### src/hw/watchdog_regs.vh
// register indices, field positions, reset values and widths of the watchdog
`ifndef WATCHDOG_REGS_VH
`define WATCHDOG_REGS_VH

// ==========================================================================
// register indices (byte address is four times the index)
`define WDG_IDX_CONTROL 16'hF020
`define WDG_IDX_PRESCALE_VALUE 16'hF021
`define WDG_IDX_PRESCALE_LIMIT 16'hF022
`define WDG_IDX_COUNTDOWN 16'hF023
`define WDG_IDX_TRIGGER_FLAG 16'hF024
`define WDG_IDX_IRQ_STATUS 16'hF025
`define WDG_IDX_IRQ_MASK 16'hF026
`define WDG_ADDR_W 18

// ==========================================================================
// field positions
`define WDG_CTL_RUN_BIT 0
`define WDG_CTL_TRIG_BIT 1
`define WDG_FLAG_BIT 0
`define WDG_IRQ_ZERO_BIT 0
`define WDG_IRQ_WRAP_BIT 1
`define WDG_PRESCALE_W 16
`define WDG_COUNT_W 12
`define WDG_IRQ_W 2

// ==========================================================================
// reset values
`define WDG_CTL_RESET 2'h0
`define WDG_LIMIT_RESET 16'hFFFF
`define WDG_COUNT_RESET 12'hFFF
`define WDG_PRESCALE_RESET 16'h0000
`define WDG_IRQ_MASK_RESET 2'h0

`endif

### src/hw/crystal_edge_sync.v
// synchroniser and rising-edge detector for the crystal oscillator input
`timescale 1ns/1ps

module crystal_edge_sync (
  input wire clock,
  input wire reset,
  input wire crystalInputClock,
  output wire risingEdge
);

  // ========================================================================
  // three-stage capture
  reg sync1_ff;
  reg sync2_ff;
  reg sync3_ff;
  reg level_ff;

  // the first stage feeds only the second, to keep metastability contained
  always @(posedge clock or posedge reset) begin
    if (reset) begin
      sync1_ff <= 1'b0;
      sync2_ff <= 1'b0;
      sync3_ff <= 1'b0;
      level_ff <= 1'b0;
    end else begin
      sync1_ff <= crystalInputClock;
      sync2_ff <= sync1_ff;
      sync3_ff <= sync2_ff;
      // accept a new level only once stages two and three agree
      if (sync2_ff == sync3_ff) begin
        level_ff <= sync3_ff;
      end
    end
  end

  // one pulse per accepted low-to-high change
  assign risingEdge = (sync2_ff == sync3_ff) & sync3_ff & ~level_ff;

endmodule

### src/hw/oscillator_prescaled_watchdog.v
// watchdog top: apb register file, countdown, chip reset trigger and interrupt
//
// Register access over APB was decided locally.
`timescale 1ns/1ps
`include "watchdog_regs.vh"

// ==========================================================================
// Contract
// after reset neither counting nor triggering
// control bit 0 enables countdown decrement
// control bit 1 allows chip reset
// software sets both bits for watchdog use
// count-only mode causes no reset
// prescaler counts oscillator edges, read-only
// prescaler wraps to zero, steps countdown
// limit field 16 bits, resets all ones
// countdown 12 bits, resets all ones, decrements
// zero with trigger enabled resets chip
// software rewrites countdown before zero
// status bit 0 set on trigger
// status bit cleared only by power-on
// count-only countdown holds at zero
// stopped prescaler holds; countdown writes immediate

module oscillator_prescaled_watchdog (
  input wire clock,
  input wire reset,
  input wire porReset,
  input wire crystalInputClock,
  input wire psel,
  input wire penable,
  input wire pwrite,
  input wire [17:0] paddr,
  input wire [31:0] pwdata,
  input wire [3:0] pstrb,
  output wire [31:0] prdata,
  output wire pready,
  output wire pslverr,
  output wire chipResetRequest,
  output wire irq
);

  // ========================================================================
  // helper functions

  // true when the byte address selects the register with this index
  function hitReg;
    input [17:0] addr;
    input [15:0] idx;
    begin
      hitReg = (addr == {idx, 2'b00});
    end
  endfunction

  // merge the two low byte lanes of a write into a 16-bit field
  function [15:0] merge16;
    input [15:0] old;
    input [31:0] data;
    input [3:0] strb;
    begin
      merge16 = old;
      if (strb[0]) begin
        merge16[7:0] = data[7:0];
      end
      if (strb[1]) begin
        merge16[15:8] = data[15:8];
      end
    end
  endfunction

  // true when the countdown has run out
  function countIsZero;
    input [11:0] cnt;
    begin
      countIsZero = (cnt == 12'h000);
    end
  endfunction

  // ========================================================================
  // state

  reg ctlRun_ff;
  reg ctlTrig_ff;
  reg [15:0] limit_ff;
  reg [11:0] count_ff;
  reg trigFlag_ff;
  reg chipReset_ff;
  reg [1:0] irqStatus_ff;
  reg [1:0] irqMask_ff;
  reg [31:0] prdata_ff;

  reg [11:0] nxt_count;
  reg [15:0] nxt_limit;
  reg [1:0] nxt_irqStatus;
  reg [31:0] nxt_prdata;
  reg [1:0] nxt_irqMask;
  reg [15:0] countMerged;

  wire oscEdge;
  wire [15:0] prescaleValue;
  wire prescaleStep;

  // ========================================================================
  // oscillator edge detection and prescaler

  // three clocks of latency; the oscillator must stay below a quarter of the
  // system clock or edges are lost
  crystal_edge_sync u_edge (
    .clock(clock),
    .reset(reset),
    .crystalInputClock(crystalInputClock),
    .risingEdge(oscEdge)
  );

  // the prescaler only runs while the countdown is enabled; a limit lowered
  // below the current value lets the count run on through its natural wrap
  // before the next step; stopping freezes the value, so lower the limit only while the value is at or below it
  watchdog_prescaler u_prescaler (
    .clock(clock),
    .reset(reset),
    .run(ctlRun_ff),
    .advance(oscEdge),
    .limit(limit_ff),
    .value(prescaleValue),
    .wrapStep(prescaleStep)
  );

  // ========================================================================
  // apb decode

  wire setupPhase;
  wire accessPhase;
  wire writeAccess;
  wire hitControl;
  wire hitValue;
  wire hitLimit;
  wire hitCount;
  wire hitFlag;
  wire hitIrqStatus;
  wire hitIrqMask;
  wire mapped;
  wire controlWrite;
  wire limitWrite;
  wire countWrite;
  wire statusWrite;
  wire maskWrite;

  assign setupPhase = psel & ~penable;
  assign accessPhase = psel & penable;
  assign writeAccess = accessPhase & pwrite;

  assign hitControl = hitReg(paddr, `WDG_IDX_CONTROL);
  assign hitValue = hitReg(paddr, `WDG_IDX_PRESCALE_VALUE);
  assign hitLimit = hitReg(paddr, `WDG_IDX_PRESCALE_LIMIT);
  assign hitCount = hitReg(paddr, `WDG_IDX_COUNTDOWN);
  assign hitFlag = hitReg(paddr, `WDG_IDX_TRIGGER_FLAG);
  assign hitIrqStatus = hitReg(paddr, `WDG_IDX_IRQ_STATUS);
  assign hitIrqMask = hitReg(paddr, `WDG_IDX_IRQ_MASK);

  // write strobes; bit registers need lane 0, the limit and count merge lanes
  assign controlWrite = writeAccess & hitControl & pstrb[0];
  assign limitWrite = writeAccess & hitLimit;
  assign countWrite = writeAccess & hitCount;
  assign statusWrite = writeAccess & hitIrqStatus & pstrb[0];
  assign maskWrite = writeAccess & hitIrqMask & pstrb[0];

  assign mapped = hitControl | hitValue | hitLimit | hitCount |
                  hitFlag | hitIrqStatus | hitIrqMask;

  // zero-wait slave; read data was latched in the setup cycle
  assign pready = 1'b1;
  assign pslverr = accessPhase & ~mapped;
  assign prdata = prdata_ff;

  // ========================================================================
  // events

  wire countStep;
  wire reachZero;
  wire fire;

  // one decrement per completed prescaler period; a parked zero never wraps round
  assign countStep = ctlRun_ff & prescaleStep & ~countIsZero(count_ff);

  // countdown steps from one to zero on this cycle; a kick in the same cycle wins
  assign reachZero = countStep & ~countWrite & (count_ff == 12'h001);

  // armed and at zero: pull the chip reset; independent of the run bit, so
  // writing zero with the trigger armed fires at once
  assign fire = ctlTrig_ff & countIsZero(count_ff);

  // ========================================================================
  // control register

  always @(posedge clock or posedge reset) begin
    if (reset) begin
      ctlRun_ff <= 1'b0;
      ctlTrig_ff <= 1'b0;
    end else if (controlWrite) begin
      ctlRun_ff <= pwdata[`WDG_CTL_RUN_BIT];
      ctlTrig_ff <= pwdata[`WDG_CTL_TRIG_BIT];
    end
  end

  // ========================================================================
  // prescaler limit

  always @* begin
    nxt_limit = limit_ff;
    if (limitWrite) begin
      nxt_limit = merge16(limit_ff, pwdata, pstrb);
    end
  end

  always @(posedge clock or posedge reset) begin
    if (reset) begin
      limit_ff <= `WDG_LIMIT_RESET;
    end else begin
      limit_ff <= nxt_limit;
    end
  end

  // ========================================================================
  // countdown

  // a software write wins over a step in the same cycle so a kick is
  // never lost; at zero the count parks until rewritten
  always @* begin
    countMerged = merge16({4'h0, count_ff}, pwdata, pstrb);
    nxt_count = count_ff;
    if (countWrite) begin
      nxt_count = countMerged[`WDG_COUNT_W-1:0];
    end else if (countStep) begin
      nxt_count = count_ff - 12'h001;
    end
  end

  always @(posedge clock or posedge reset) begin
    if (reset) begin
      count_ff <= `WDG_COUNT_RESET;
    end else begin
      count_ff <= nxt_count;
    end
  end

  // ========================================================================
  // chip reset request

  // held until the system reset it causes comes back around
  always @(posedge clock or posedge reset) begin
    if (reset) begin
      chipReset_ff <= 1'b0;
    end else if (fire) begin
      chipReset_ff <= 1'b1;
    end
  end

  assign chipResetRequest = chipReset_ff;

  // ========================================================================
  // triggered flag

  // sits on power-on reset only, so it outlives the reset it reports
  always @(posedge clock or posedge porReset) begin
    if (porReset) begin
      trigFlag_ff <= 1'b0;
    end else if (fire) begin
      trigFlag_ff <= 1'b1;
    end
  end

  // ========================================================================
  // interrupt status and mask

  // set beats a write-one-to-clear arriving in the same cycle
  always @* begin
    nxt_irqStatus = irqStatus_ff;
    if (statusWrite) begin
      nxt_irqStatus = irqStatus_ff & ~pwdata[`WDG_IRQ_W-1:0];
    end
    if (reachZero) begin
      nxt_irqStatus[`WDG_IRQ_ZERO_BIT] = 1'b1;
    end
    if (prescaleStep) begin
      nxt_irqStatus[`WDG_IRQ_WRAP_BIT] = 1'b1;
    end
  end

  // mask takes the low lane whole; no set or clear semantics
  always @* begin
    nxt_irqMask = irqMask_ff;
    if (maskWrite) begin
      nxt_irqMask = pwdata[`WDG_IRQ_W-1:0];
    end
  end

  always @(posedge clock or posedge reset) begin
    if (reset) begin
      irqStatus_ff <= 2'h0;
      irqMask_ff <= `WDG_IRQ_MASK_RESET;
    end else begin
      irqStatus_ff <= nxt_irqStatus;
      irqMask_ff <= nxt_irqMask;
    end
  end

  // level output, high while any unmasked event is pending
  assign irq = |(irqStatus_ff & irqMask_ff);

  // ========================================================================
  // read data

  // captured in the setup cycle, shown during the access cycle;
  // reserved bits and unmapped addresses read zero
  always @* begin
    nxt_prdata = prdata_ff;
    if (setupPhase & ~pwrite) begin
      nxt_prdata = 32'h00000000;
      if (hitControl) begin
        nxt_prdata[`WDG_CTL_RUN_BIT] = ctlRun_ff;
        nxt_prdata[`WDG_CTL_TRIG_BIT] = ctlTrig_ff;
      end
      if (hitValue) begin
        nxt_prdata[15:0] = prescaleValue;
      end
      if (hitLimit) begin
        nxt_prdata[15:0] = limit_ff;
      end
      if (hitCount) begin
        nxt_prdata[11:0] = count_ff;
      end
      if (hitFlag) begin
        nxt_prdata[`WDG_FLAG_BIT] = trigFlag_ff;
      end
      if (hitIrqStatus) begin
        nxt_prdata[1:0] = irqStatus_ff;
      end
      if (hitIrqMask) begin
        nxt_prdata[1:0] = irqMask_ff;
      end
    end
  end

  always @(posedge clock or posedge reset) begin
    if (reset) begin
      prdata_ff <= 32'h00000000;
    end else begin
      prdata_ff <= nxt_prdata;
    end
  end

endmodule

### src/hw/watchdog_prescaler.v
// 16-bit prescaler that wraps at a programmable limit and emits a step
`timescale 1ns/1ps
`include "watchdog_regs.vh"

module watchdog_prescaler (
  input wire clock,
  input wire reset,
  input wire run,
  input wire advance,
  input wire [15:0] limit,
  output wire [15:0] value,
  output wire wrapStep
);

  // ========================================================================
  // counter
  reg [15:0] count_ff;
  reg [15:0] nxt_count;

  // one step per limit+1 edges; a stopped watchdog freezes the count
  assign wrapStep = run & advance & (count_ff == limit);
  assign value = count_ff;

  always @* begin
    nxt_count = count_ff;
    if (wrapStep) begin
      nxt_count = 16'h0000;
    end else if (run & advance) begin
      nxt_count = count_ff + 16'h0001;
    end
  end

  always @(posedge clock or posedge reset) begin
    if (reset) begin
      count_ff <= `WDG_PRESCALE_RESET;
    end else begin
      count_ff <= nxt_count;
    end
  end

endmodule

### config.mk
export PLATFORM = sky130hd
export DESIGN_NAME = oscillator_prescaled_watchdog
export DESIGN_NICKNAME = d
export VERILOG_FILES = /design/src/hw/crystal_edge_sync.v /design/src/hw/oscillator_prescaled_watchdog.v /design/src/hw/watchdog_prescaler.v
export VERILOG_INCLUDE_DIRS = /design/src /design/src/hw
export SDC_FILE = /design/constraint.sdc
export NUM_CORES = 1
export LEC_CHECK = 0
export ABC_AREA = 1
export ABC_CLOCK_PERIOD_IN_PS = 3900
export BUFFER_PORTS_ARGS = -buffer_cell sky130_fd_sc_hd__buf_2
export CAP_MARGIN = 20
export CORE_ASPECT_RATIO = 2
export CORE_MARGIN = 2
export CORE_UTILIZATION = 25
export DETAILED_ROUTE_END_ITERATION = 8
export PLACE_DENSITY = 0.48
export SLEW_MARGIN = 20
export SYNTH_ARGS = -nofsm -noshare
export SYNTH_HDL_FRONTEND = slang
export SYNTH_SLANG_ARGS = --single-unit
export TNS_END_PERCENT = 5
### constraint.sdc
create_clock -name clock -period 3.9 [get_ports clock]
set_clock_uncertainty 0.1 [all_clocks]
set_input_delay 0.39 -clock clock [delete_from_list [all_inputs] [get_ports clock]]
set_output_delay 0.39 -clock clock [all_outputs]
set_load 0.02 [all_outputs]
# After elaboration in Yosys (flattened, before gate mapping)
# Index checks and enable logic that the tools add are counted.
[totals] reg_bits=72 in_bits=61 wordCells=94
[op_classes] n_addsub=2 eq_ne=12 mux=16 bitwise=37 reduce_logical=10
[op_table] cell="equality test 18 bit (second input constant)" n=7
[op_table] cell="two-way mux 16 bit" n=4
[op_table] cell="two-way mux 12 bit" n=3
[op_table] cell="bitwise AND 1 bit" n=22
[op_table] cell="adder 16 x 1 -> 16 bit (second input constant)" n=1
[op_table] cell="equality test 16 bit" n=1
[op_table] cell="equality test 12 x 1 -> 1 bit (second input constant)" n=1
[op_table] cell="logical NOT 12 bit" n=1
[op_table] cell="subtractor 12 x 1 -> 12 bit (second input constant)" n=1
[op_table] cell="two-way mux 2 bit" n=4
[op_table] cell="two-way mux 8 bit" n=1
[op_table] cell="AND reduction 2 bit" n=4
[op_table] cell="nonzero test 2 bit" n=4
[op_table] cell="NOT 1 bit" n=6
[op_table] cell="OR 1 bit" n=6
[op_table] cell="bitwise AND 2 bit" n=2
[op_table] cell="two-way mux 4 bit" n=1
[op_table] cell="inequality test 2 bit (second input constant)" n=2
[op_table] cell="two-way mux 1 bit" n=3
[op_table] cell="NOT 2 bit" n=1
[op_table] cell="OR reduction 2 bit" n=1
[op_table] cell="equality test 1 bit" n=1

# Depth between registers and ports, before layout
[logic_depth] depth_word=10 mapped_depth=13 mapped_depth_nobuf=12

# Cells and area by module
# A second synthesis with hierarchy kept.
[hier_totals] cells_unflattened=681 hier_area_um2=4784.6
[by_module_without_submodules] module="oscillator_prescaled_watchdog" instances=1 cells_each=430 area_each_um2=3263.1 seq_area_each_um2=1336.3
[by_module_without_submodules] module="watchdog_prescaler" instances=1 cells_each=239 area_each_um2=1382.6 seq_area_each_um2=400.4
[by_module_without_submodules] module="crystal_edge_sync" instances=1 cells_each=12 area_each_um2=138.9 seq_area_each_um2=100.1

# Least setup slack after synthesis
# OpenSTA, ideal clock, no wires.
[synth_path] kind="input-to-output" start="input port paddr[15]" end="output port pslverr" arrival_time_ps=1737 required_ps=3410 slack_ps=1673 stages=10 cell_sequence="nand2_1 -> inv_1 -> nand2_1 -> nor2_8 -> buf_4 -> nand2_1 -> inv_1 -> o21ai_0 -> nand3b_1 -> nor4_1"
[synth_between] elab_chain_len=9 elab_cells_between_ends=15 classes_between="eq/ne (7); bitwise (8)"
[synth_rtl] item="start, declared" line="oscillator_prescaled_watchdog.v:33" text="input wire [17:0] paddr,"
[synth_rtl] item="equality test 18 bit" line="oscillator_prescaled_watchdog.v:51" text="hitReg = (addr == {idx, 2'b00});"
[synth_rtl] item="OR 1 bit (4 in series)" line="oscillator_prescaled_watchdog.v:167" text="assign mapped = hitControl | hitValue | hitLimit | hitCount |"
[synth_rtl] item="OR 1 bit" line="oscillator_prescaled_watchdog.v:168" text="hitFlag | hitIrqStatus | hitIrqMask;"
[synth_rtl] item="OR 1 bit *" line="oscillator_prescaled_watchdog.v:168"
[synth_rtl] item="NOT 1 bit *" line="oscillator_prescaled_watchdog.v:172" text="assign pslverr = accessPhase & ~mapped;"
[synth_rtl] item="bitwise AND 1 bit *" line="oscillator_prescaled_watchdog.v:172"
[synth_rtl] item="end, declared" line="oscillator_prescaled_watchdog.v:38" text="output wire pslverr,"
# Mark *: on every way between the ends. The rest lies on a longest branch, timed or not.

# Worst setup path after layout
# Ends and elaborated chain as after synthesis.

==> out/qor.txt <==
Status - completed
First-pass GRT wire length - 23,300 µm
Final ANT Viol Nets - 0
Port bufs - 61
Worst path arrival time - 1870 ps
Leak - 2.76 nW
Synth-to-layout area growth - 18.0%
Routed vias - 4,270
Placed Cells incl. Taps - 935
Mean Syn Cell Area - 7.59 µm²
Post-synth EDFFs - 0
Max IR drop VDD - 0.201 mV
Hold Crit Class - input pin to register
Critical path class - input pin to output port
Clk_lat worst skew - 350 ps
Hold Vio Cnt, Final - 0
Finished Layout Cells - 952
Clock-pin slew on the worst setup and hold paths - 60 ps
Worst setup margin - 1540 ps
Met2 wire len - 8300 µm
Reg2Reg Setup Slack - 1700 ps
1st-pass router iterations - 4
Ports - 97
Largest net degree at the start of global routing - 37
Die span in y - 199 µm
Die X - 102 µm
Final GP Congestion - 0.887
Post-Syn Area - 0.00475 mm²
Async set or reset register ratio after synthesis - 100%
Total GRT Usage - 15.7%
RSZ-0062 raised after global routing - no
Final Setup Violations - 0
Dominant synthesized flop cell - dfrtp_1
Share of layout cells above drive strength 1 - 23.8%
Yosys reg bits - 72
Min-delay src - crystalInputClock
Most common cell after layout, fill and taps aside - nand2_1
WL/cell - 15.8 µm
Clk buf depth - 2
Antenna violations before repair - 0
Initial Util - 25.4%
Final WL - 15,000 µm
Max transition margin - 45.9%
Crit path required time - 3410 ps
Register area share after synthesis - 38.6%
Die area - 0.0202 mm²
Hold path depth - 1
Core region area - 0.0187 mm²
Worst r2r src - limit_ff[7]$_DFFE_PP1P_
Warnings, synthesis - 0
Max Slew Vio Count - 0
Number of global-route vias before repair - 4,388
Placement Rows - 71
Clock net sink count - 72
Final Total Pwr - 0.00175 W
Worst setup EP type - output port
Crit path max fanout - 16
Most frequent cells in the layout - nand2_1, inv_1, buf_2
Root buffer cell - clkbuf_16
Final hold slack - 47.8 ps
Fin Setup TNS - 0 ps
Synth cell types - 43
Fin nets - 758
Slew @ Worst Pin - 810 ps
Post_cts resized - 0
ANT cells - 0
Total CTS buffers - 9
Critical path launch point type - input pin
Number of remaining DRC errors - 0
Max frequency - 0.425 GHz
Power per cell area - 312 mW/mm²
Mapped Cells - 626
H-tree depth - 3
Fin crit period - 2360 ps
Met3 routed WL - 430 µm
DRT iter0 DRCs - 192
CTS tree - built
Hold endpoint - u_edge.sync1_ff$_DFF_PP0_
Met1 wire length - 5280 µm
Drt via density - 4.49
R2R Path End - count_ff[5]$_DFFE_PP1P_
Top layer used by detailed routing - met4
Worst slack, placed - 1430 ps
GR Overflow Total - 0
DP HPWL - 12,200 µm
Worst R2R Path Depth - 10
Max-cap violations - 0
Tcrit/Tclk final - 60.4%
[cells by family (layout without fill, tap and decap cells)]
kind of cell               count (synthesis)  after routing  synth area share [%]
buffers and inverters                    115            171                  10.8
AOI/OAI and AO/OA                         70             70                  8.05
adders and majority gates                  5              5                  1.32
and+or+nand+nor                          334            334                  34.8
muxes                                      9              9                  2.68
other                                      2             17                 0.158
xor gates and xnor gates                  19             19                  3.50
DFF                                       72             72                  38.6
[timing repair]
item / 4_1_cts / 5_1_grt
setup buffers: 0 / 0
hold buffers: 1 / 0
hold endpoints to repair: 1 / 0
endpoints found under the setup margin: 0 / 0
[registers in the layout, summed over array words and instances (netlist names), 2 cells and up]
name and count:
irqStatus_ff 2, count_ff 12, prdata 16, irqMask_ff 2, u_prescaler.value 16, limit_ff 16
[metal layers]
layer	vias up	GRT usage, %
met5	-	0
met4	0	11.6
met3	41	2.07
met2	126	28.9
met1	1964	15.4
li1	2139	-
[cells in the mapped netlist (4+ instances only)]
library cell,number,area (µm²)
a21oi_1,7,35.0
buf_2,4,20.0
buf_4,19,143
dfrtp_1,44,1100
dfstp_2,28,736
ha_1,5,62.6
inv_1,80,300
inv_2,8,30.0
mux2_4,7,105
nand2_1,152,571
nand2_2,7,43.8
nand3_1,49,245
nand3_2,4,40.0
nand3b_1,4,30.0
nand4_1,18,113
nor2_1,54,203
nor2_2,7,43.8
nor2_4,7,78.8
nor3_1,9,45.0
nor3_2,6,60.1
nor4_1,6,37.5
o21ai_0,34,170
o21ai_1,10,50.1
o22ai_1,14,87.6
xnor2_1,5,43.8
xor2_1,14,123
[worst max path at each step]
stage / startpoint / end / slack, ps / cells past startpoint
detailed placement: paddr[15] / pslverr / 1430 / 9
CTS: paddr[15] / pslverr / 1430 / 9
finish: paddr[15] / pslverr / 1540 / 9
floorplan: reset / chipResetRequest$_DFFE_PP0P_ / 1660 / 1
global placement: paddr[15] / pslverr / 1480 / 9
global route: paddr[15] / pslverr / 1350 / 9
[power breakdown]
group          switching, W  internal [W]
sequential       0.00000295      0.000753
clock              0.000356      0.000535
combinational     0.0000744     0.0000289
[metrics by stage]
| stage | util (%) | instance area, µm² |
|---|---|---|
| 2_1_floorplan | - | 4810 |
| 3_3_place_gp | 28.2 | 5280 |
| 3_5_place_dp | 28.2 | 5280 |
| 4_1_cts | 29.9 | 5610 |
| 5_1_grt | 29.9 | 5610 |
| 6_report | 29.9 | 5610 |
[cell type report]
class                           instances  area (µm²)
Fill cell                            2075       13100
Multi-Input combinational cell        454        2460
Sequential cell                        72        1840
Timing Repair Buffer                   66         345
Inverter                               89         334
Tap cell                              255         319
Clock buffer                           11         253
Clock inverter                          5        61.3
[worst max-delay path, stage by stage]
cell and delay, ps:
buf_2 100, nand2_1 50, inv_1 30, nand2_1 150, nor2_8 90, nand3_1 230
o21ai_0 140, nor4_1 410, buf_2 250
Note: power is estimated with default switching activity, not from simulation.
